## src/verilog/rotate_pkg.sv

```systemverilog
package rotate_pkg;

	// Operation select codes presented by the instruction decoder.
	typedef enum logic [2:0] {
		OP_NONE,
		OP_ROTATE_LEFT_COPY,
		OP_ROTATE_LEFT_THRU_FLAG,
		OP_ROTATE_LEFT_THRU_FLAG_COPY,
		OP_ROTATE_RIGHT_INPLACE,
		OP_ROTATE_RIGHT_COPY,
		OP_ROTATE_RIGHT_THRU_FLAG
	} rot_op_t;

	// Width of a data memory byte and of the working register.
	localparam int          DATA_W          = 8;
	// Bit positions that cross the byte boundary during a rotation.
	localparam int          MSB_POS         = 7;
	localparam int          LSB_POS         = 0;
	// Reset values of the result registers.
	localparam logic [7:0]  WORK_RST        = 8'h00;
	localparam logic [7:0]  MEM_DATA_RST    = 8'h00;
	localparam logic        FLAG_RST        = 1'b0;
	// Cycles from an accepted request to its registered result.
	localparam int          RESULT_LATENCY  = 1;

endpackage

```

## src/verilog/byte_rotate_unit.sv

```systemverilog
// Overview of operation
// [RULE_01] Left rotate copy: bit 7 wraps to bit 0, result to working register only.
// [RULE_02] Left rotate through flag in place: flag into bit 0, bit 7 into flag.
// [RULE_03] Left through flag, result to working register; flag gets bit 7; memory kept.
// [RULE_04] Right rotate in place: bit 0 wraps to bit 7, flags untouched.
// [RULE_05] Right rotate copy: bit 0 wraps to bit 7, working register only.
// [RULE_06] Right through flag in place: flag into bit 7, bit 0 into flag.
module byte_rotate_unit (
	// Clock, reset and enable.
	input  wire logic                   core_clk_in,
	input  wire logic                   rst_b_in,
	input  wire logic                   clk_en_in,
	// Request from the instruction decoder.
	input  wire logic                   op_valid_in,
	input  wire rotate_pkg::rot_op_t    op_in,
	input  wire logic [7:0]             mem_rdata_in,
	input  wire logic                   flag_in,
	// Data memory write-back.
	output logic                        mem_we_out,
	output logic      [7:0]             mem_wdata_out,
	// Working register write.
	output logic                        work_we_out,
	output logic      [7:0]             work_data_out,
	// Shift-out flag update.
	output logic                        flag_we_out,
	output logic                        flag_out
);

	import rotate_pkg::*;

	typedef enum logic [1:0] {
		DEST_NONE,
		DEST_MEM,
		DEST_WORK
	} dest_t;

	logic       dir_right;
	logic       thru_flag;
	dest_t      dest;
	logic [7:0] rot_result;
	logic       rot_out_bit;

	logic       mem_we_q,   mem_we_d;
	logic [7:0] mem_data_q, mem_data_d;
	logic       work_we_q,  work_we_d;
	logic [7:0] work_q,     work_d;
	logic       flag_we_q,  flag_we_d;
	logic       flag_q,     flag_d;

	// Decode each operation into direction, carry use and destination.
	always_comb begin
		dir_right = 1'b0;
		thru_flag = 1'b0;
		dest      = DEST_NONE;
		case (op_in)
			OP_ROTATE_LEFT_COPY: begin
				dest = DEST_WORK; // [RULE_01]
			end
			OP_ROTATE_LEFT_THRU_FLAG: begin
				thru_flag = 1'b1;
				dest      = DEST_MEM; // [RULE_02]
			end
			OP_ROTATE_LEFT_THRU_FLAG_COPY: begin
				thru_flag = 1'b1;
				dest      = DEST_WORK; // [RULE_03]
			end
			OP_ROTATE_RIGHT_INPLACE: begin
				dir_right = 1'b1;
				dest      = DEST_MEM; // [RULE_04]
			end
			OP_ROTATE_RIGHT_COPY: begin
				dir_right = 1'b1;
				dest      = DEST_WORK; // [RULE_05]
			end
			OP_ROTATE_RIGHT_THRU_FLAG: begin
				dir_right = 1'b1;
				thru_flag = 1'b1;
				dest      = DEST_MEM; // [RULE_06]
			end
			default: begin
				dest = DEST_NONE;
			end
		endcase
	end

	rotate_core u_rotate_core (
		.operand_in          (mem_rdata_in),
		.dir_right_in        (dir_right),
		.thru_flag_in        (thru_flag),
		.flag_in             (flag_in),
		.result_out          (rot_result),
		.shifted_out_bit_out (rot_out_bit)
	);

	// Next results. Data registers hold their last value when no write is
	// issued, so a consumer that samples late still sees stable data.
	always_comb begin
		mem_we_d   = 1'b0;
		work_we_d  = 1'b0;
		flag_we_d  = 1'b0;
		mem_data_d = mem_data_q;
		work_d     = work_q;
		flag_d     = flag_q;
		if (op_valid_in) begin
			if (dest == DEST_MEM) begin
				mem_we_d   = 1'b1; // [RULE_02] [RULE_04] [RULE_06]
				mem_data_d = rot_result;
			end
			if (dest == DEST_WORK) begin
				work_we_d = 1'b1; // [RULE_01] [RULE_03] [RULE_05]
				work_d    = rot_result;
			end
			// Only carry-through forms touch the flag; plain rotates leave it alone.
			if (thru_flag) begin
				flag_we_d = 1'b1; // [RULE_02] [RULE_03] [RULE_06]
				flag_d    = rot_out_bit;
			end
		end
	end

	// Result registers; the clock enable freezes everything.
	always_ff @(posedge core_clk_in or negedge rst_b_in) begin
		if (!rst_b_in) begin
			mem_we_q   <= 1'b0;
			mem_data_q <= MEM_DATA_RST;
			work_we_q  <= 1'b0;
			work_q     <= WORK_RST;
			flag_we_q  <= 1'b0;
			flag_q     <= FLAG_RST;
		end else if (clk_en_in) begin
			mem_we_q   <= mem_we_d;
			mem_data_q <= mem_data_d;
			work_we_q  <= work_we_d;
			work_q     <= work_d;
			flag_we_q  <= flag_we_d;
			flag_q     <= flag_d;
		end
	end

	assign mem_we_out    = mem_we_q;
	assign mem_wdata_out = mem_data_q;
	assign work_we_out   = work_we_q;
	assign work_data_out = work_q;
	assign flag_we_out   = flag_we_q;
	assign flag_out      = flag_q;

	// Checks: each operation's result, one enabled cycle later.
	property p_left_copy;
		@(posedge core_clk_in) disable iff (!rst_b_in)
		(clk_en_in && op_valid_in && op_in == OP_ROTATE_LEFT_COPY)
		|=> (work_we_out && !mem_we_out && !flag_we_out
		&& work_data_out == {$past(mem_rdata_in[6:0]), $past(mem_rdata_in[7])});
	endproperty
	a_left_copy: assert property (p_left_copy) else $error("left copy wrong"); // [RULE_01]

	property p_left_thru;
		@(posedge core_clk_in) disable iff (!rst_b_in)
		(clk_en_in && op_valid_in && op_in == OP_ROTATE_LEFT_THRU_FLAG)
		|=> (mem_we_out && !work_we_out && flag_we_out
		&& mem_wdata_out == {$past(mem_rdata_in[6:0]), $past(flag_in)}
		&& flag_out == $past(mem_rdata_in[7]));
	endproperty
	a_left_thru: assert property (p_left_thru) else $error("left thru flag wrong"); // [RULE_02]

	property p_left_thru_copy;
		@(posedge core_clk_in) disable iff (!rst_b_in)
		(clk_en_in && op_valid_in && op_in == OP_ROTATE_LEFT_THRU_FLAG_COPY)
		|=> (work_we_out && !mem_we_out && flag_we_out
		&& work_data_out == {$past(mem_rdata_in[6:0]), $past(flag_in)}
		&& flag_out == $past(mem_rdata_in[7]));
	endproperty
	a_left_thru_copy: assert property (p_left_thru_copy) else $error("left thru copy wrong"); // [RULE_03]

	property p_right_inplace;
		@(posedge core_clk_in) disable iff (!rst_b_in)
		(clk_en_in && op_valid_in && op_in == OP_ROTATE_RIGHT_INPLACE)
		|=> (mem_we_out && !work_we_out && !flag_we_out
		&& mem_wdata_out == {$past(mem_rdata_in[0]), $past(mem_rdata_in[7:1])});
	endproperty
	a_right_inplace: assert property (p_right_inplace) else $error("right rotate wrong"); // [RULE_04]

	property p_right_copy;
		@(posedge core_clk_in) disable iff (!rst_b_in)
		(clk_en_in && op_valid_in && op_in == OP_ROTATE_RIGHT_COPY)
		|=> (work_we_out && !mem_we_out && !flag_we_out
		&& work_data_out == {$past(mem_rdata_in[0]), $past(mem_rdata_in[7:1])});
	endproperty
	a_right_copy: assert property (p_right_copy) else $error("right copy wrong"); // [RULE_05]

	property p_right_thru;
		@(posedge core_clk_in) disable iff (!rst_b_in)
		(clk_en_in && op_valid_in && op_in == OP_ROTATE_RIGHT_THRU_FLAG)
		|=> (mem_we_out && !work_we_out && flag_we_out
		&& mem_wdata_out == {$past(flag_in), $past(mem_rdata_in[7:1])}
		&& flag_out == $past(mem_rdata_in[0]));
	endproperty
	a_right_thru: assert property (p_right_thru) else $error("right thru flag wrong"); // [RULE_06]

	// The flag value may only move together with its write strobe, so plain
	// rotates can never disturb the shift-out flag.
	property p_flag_stable;
		@(posedge core_clk_in) disable iff (!rst_b_in)
		$changed(flag_out) |-> flag_we_out;
	endproperty
	a_flag_stable: assert property (p_flag_stable) else $error("flag moved without write"); // [RULE_04]

	property p_freeze;
		@(posedge core_clk_in) disable iff (!rst_b_in)
		!clk_en_in |=> ($stable(work_data_out) && $stable(mem_wdata_out) && $stable(flag_out)
		&& $stable(mem_we_out) && $stable(work_we_out) && $stable(flag_we_out));
	endproperty
	a_freeze: assert property (p_freeze) else $error("state changed while disabled"); // [RULE_05]

	// Without a rotate request an enabled edge must leave every strobe low.
	property p_no_op;
		@(posedge core_clk_in) disable iff (!rst_b_in)
		(clk_en_in && (!op_valid_in || op_in == OP_NONE))
		|=> (!mem_we_out && !work_we_out && !flag_we_out);
	endproperty
	a_no_op: assert property (p_no_op) else $error("write strobe without request");

	c_mem_write: cover property (@(posedge core_clk_in) disable iff (!rst_b_in) mem_we_out);
	c_work_write: cover property (@(posedge core_clk_in) disable iff (!rst_b_in) work_we_out);
	c_flag_set: cover property (@(posedge core_clk_in) disable iff (!rst_b_in)
		flag_we_out && flag_out);
	c_right_thru: cover property (@(posedge core_clk_in) disable iff (!rst_b_in)
		clk_en_in && op_valid_in && op_in == OP_ROTATE_RIGHT_THRU_FLAG);

endmodule

```

## src/verilog/rotate_core.sv

```systemverilog
// Pure combinational rotator: one position left or right, with an
// optional carry-in that replaces the wrapped bit.
module rotate_core (
	// Operand and control.
	input  wire logic [7:0] operand_in,
	input  wire logic       dir_right_in,
	input  wire logic       thru_flag_in,
	input  wire logic       flag_in,
	// Result.
	output logic      [7:0] result_out,
	output logic            shifted_out_bit_out
);

	import rotate_pkg::*;

	logic fill_bit;

	// The bit that leaves the byte either wraps round or is swapped with the flag.
	always_comb begin
		shifted_out_bit_out = dir_right_in ? operand_in[LSB_POS] : operand_in[MSB_POS];
		fill_bit            = thru_flag_in ? flag_in : shifted_out_bit_out;
		if (dir_right_in) begin
			result_out = {fill_bit, operand_in[MSB_POS:1]};
		end else begin
			result_out = {operand_in[MSB_POS-1:LSB_POS], fill_bit};
		end
	end

endmodule

```

## config.mk

```make
export PLATFORM = sky130hd
export DESIGN_NAME = byte_rotate_unit
export DESIGN_NICKNAME = d
export VERILOG_FILES = /design/src/verilog/rotate_pkg.sv /design/src/verilog/byte_rotate_unit.sv /design/src/verilog/rotate_core.sv
export SDC_FILE = /design/constraint.sdc
export NUM_CORES = 1
export LEC_CHECK = 0
export ABC_AREA = 1
export BUFFER_PORTS_ARGS = -buffer_cell sky130_fd_sc_hd__buf_2
export CORE_MARGIN = 2
export CORE_UTILIZATION = 51
export CTS_CLUSTER_DIAMETER = 100
export CTS_CLUSTER_SIZE = 28
export DETAILED_ROUTE_END_ITERATION = 8
export GPL_TIMING_DRIVEN = 1
export PLACE_DENSITY = 0.86
export SLEW_MARGIN = 30
export SYNTH_ARGS = -nofsm -noshare
export SYNTH_HDL_FRONTEND = slang
export SYNTH_SLANG_ARGS = --single-unit
```

## constraint.sdc

```tcl
create_clock -name core_clk_in -period 1 [get_ports core_clk_in]
set_input_delay 0.05 -clock core_clk_in [delete_from_list [all_inputs] [get_ports core_clk_in]]
set_output_delay 0.05 -clock core_clk_in [all_outputs]
set_load 0.1 [all_outputs]
```

==> impl_results.md <==
- Total global-route track usage: 0.379
- Post-synth top area cell: dfrtp_1
- Final period util: 1.02
- TritonCTS Buffers: 3
- Multi-input gate area: 405 sq um
- DRC marker count from the first detailed-route iteration: 85
- DRT Pass-1 Iters: 5
- Cell count after synthesis: 118
- Final Wtd Congestion: 0.940
- Synth warn: 0
- Highest Clock Rate: 0.980 GHz
- Pre-CTS setup slack: 12.3 ps
- Net Switching: 1.89 mW
- Combinational Power Share: 0.531
- Area growth from synthesis to layout: 64.5%
- Hold Vio Cnt, Final: 0
- Crit end category: output pin
- Tightest Pin Transition: 473 ps
- Number of distinct library cells after synthesis: 17
- Seq/Total Area, Yosys: 0.513
- Most frequent cell after synthesis: nand2_1
- Clock power share: 0.177
- CP Data Required Time: 950 ps
- Starting Density: 0.553
- Leak Pwr: 0.807 nW
- Peak VDD IR: 2.05 mV
- Clock slew at reported path FFs: 140 ps
- # clock sinks: 20
- Overall power: 3.98 mW
- Mean Syn Cell Area: 8.27 sq um
- Synthesized cell area: 976 sq um
- Die area: 2280 sq um
- Post-Route WL: 3.56 mm
- CTS tree: done
- Core ar.: 1760 sq um
- Cell Int Power: 2.09 mW
- Routed Antenna Nets: 0
- Normalized max-slew margin: 0.685
- H-tree depth: 1
- Reg area: 526 sq um
- Initial antenna violation count: 0
- Ports: 36
- Ant. Diodes: 0
- CTS Root Cell: clkbuf_4
- First-pass GRT wire length: 5.75 mm
- Max incr delay on CP: 470 ps
- WP buf/inv: 1
- Layout cell share with drive strength beyond 1: 0.481
- Pwr/cell area: 2480 nW/um^2
- Post-synth EDFFs: 0
- Finish-stage setup viols: 10
- Status: finished with violations
- Async set-reset flop share out of synthesis: 1.00
- Minimum clock period: 1020 ps
- Synth top area cells: dfrtp_1 51%, nand2_1 22%, inv_1 4.2%
- Die height: 47.7 um
- Number of remaining DRC errors: 0
- Kind of critical path: reg2out
- Max_cap viols: 0
- Via/cell ratio: 5.90
- WL/cell: 19.1 um
- Clock Tree Buf Depth: 2
- Synth cell count leaders: 56 x nand2_1, 20 x dfrtp_1, 11 x inv_1
- RSZ-0062 raised after global routing: yes
- Final worst slack: -20.2 ps
- Tightest Hold Check Type: in2reg
- CP Data Arrival Time: 970 ps
- Sequential share of power: 0.292
- Switching Fraction: 0.474
- Crit Path Max Fanout: 2
- Hpwl dp: 2.09 mm
- FILL cells: 72
- Total grt overflow: 0
- Failing checks: negative setup slack
- Syn Nets: 134
- Largest net degree at the start of global routing: 21
- # rows: 15
- DIE WIDTH: 47.7 um
- Main flop type after synthesis: dfrtp_1
- Slowest cell on crit path: dfrtp_2
- Vias in the first global route: 1,135
- Max-slew violation count: 0
- Worst Setup Start Kind: register
- Yosys reg bits: 20
- Clk_lat worst skew: 320 ps
- Crit path cell chain: buf_12
- Yosys top cell area share: 0.513
- Routed vias: 1,103
- # port buffers: 35
- Crit path max-delay family: flip-flops
- Skew final: 0 ps
- Final #Nets: 179
## worst paths after layout
| check | slack [ps] | cells after the start | endpoint | start |
|---|---|---|---|---|
| worst max-delay path | -20 | 1 | work_data_out[4] | work_data_out[4] |
| worst min-delay path | 80 | 5 | mem_wdata_out[1] | mem_rdata_in[0] |
| worst max register to register | 190 | 3 | work_data_out[7] | work_data_out[7] |
| worst min register to register | 540 | 2 | mem_wdata_out[1] | mem_wdata_out[1] |
| max in group asynchronous | 440 | 2 | mem_wdata_out[1] | rst_b_in |
| min in group asynchronous | 190 | 2 | flag_we_out | rst_b_in |
## stage by stage
step	cell area [sq um]	std cells	hold slack [ps]	setup TNS (ps)	util
after floorplan	1000	118	-246	0	-
after global placement	1520	179	7.72	0	0.859
after detailed placement	1520	179	24.2	0	0.859
after CTS	1590	185	48.4	0	0.900
after global routing	1610	187	92.1	-198	0.910
final	1610	187	78.2	-86.9	0.910
## power groups by stage
stage	Clock, mW	Combinational, mW	Sequential [mW]
5_1_grt	0.715	2.18	1.17
2_1_floorplan	0	0.224	2.15
4_1_cts	0.676	2.09	1.16
6_report	0.705	2.11	1.16
3_5_place_dp	0	2.06	1.17
3_3_place_gp	0	2.02	1.16
## kinds of logic (layout without fill, tap and decap cells)
family / count (synthesis) / count (layout) / share of synthesized area
simple gates: 73 / 73 / 0.341
compound gates: 11 / 11 / 0.0744
buf+inv: 14 / 58 / 0.0718
flops: 20 / 20 / 0.513
## cell usage in the layout, fill, tap and decap left out, types with 2 or more instances in the layout
cell	Yosys	final
buf_12	1	21
buf_2	0	15
buf_4	0	2
clkbuf_4	0	3
dfrtp_2	0	20
dlygate4sd3_1	0	3
inv_1	11	11
nand2_1	56	56
nand2_2	5	5
nand3_1	7	7
o21ai_0	4	3
o21ai_1	2	3
o21ai_2	4	4
## layout make-up
cell class,count,share of cell area
Clock inverter,1,0.0187
Sequential cell,20,0.327
Multi-Input combinational cell,84,0.253
Clock buffer,3,0.0140
Inverter,13,0.0312
Tap cell,25,0.0195
Timing Repair Buffer,41,0.337
## what timing repair did
item / CTS / global route
hold endpoints to repair: 22 / 1
setup endpoints to repair: 0 / 17
resized for setup: 0 / 1
hold buffers: 2 / 1
buffers inserted: 0 / 1
## worst min-delay path, cell delays in order
cell and delay (ps):
buf_2 100, nand2_2 60, o21ai_2 70, nand2_1 50
nand2_1 50
## registers in the layout (all words and copies together), names as in the netlist
register       count
work_data_out      8
flag_we_out        1
mem_we_out         1
flag_out           1
mem_wdata_out      8
work_we_out        1
## layer usage
metal	track usage	part of all wire	wire length, um	vias up
li1	-	-	-	453
met1	0.438	0.35	1250	498
met2	0.645	0.51	1810	122
met3	0.0906	0.091	325	30
met4	0.205	0.050	178	0
met5	0	0	0	-
Power figures use the tool's default switching activity.
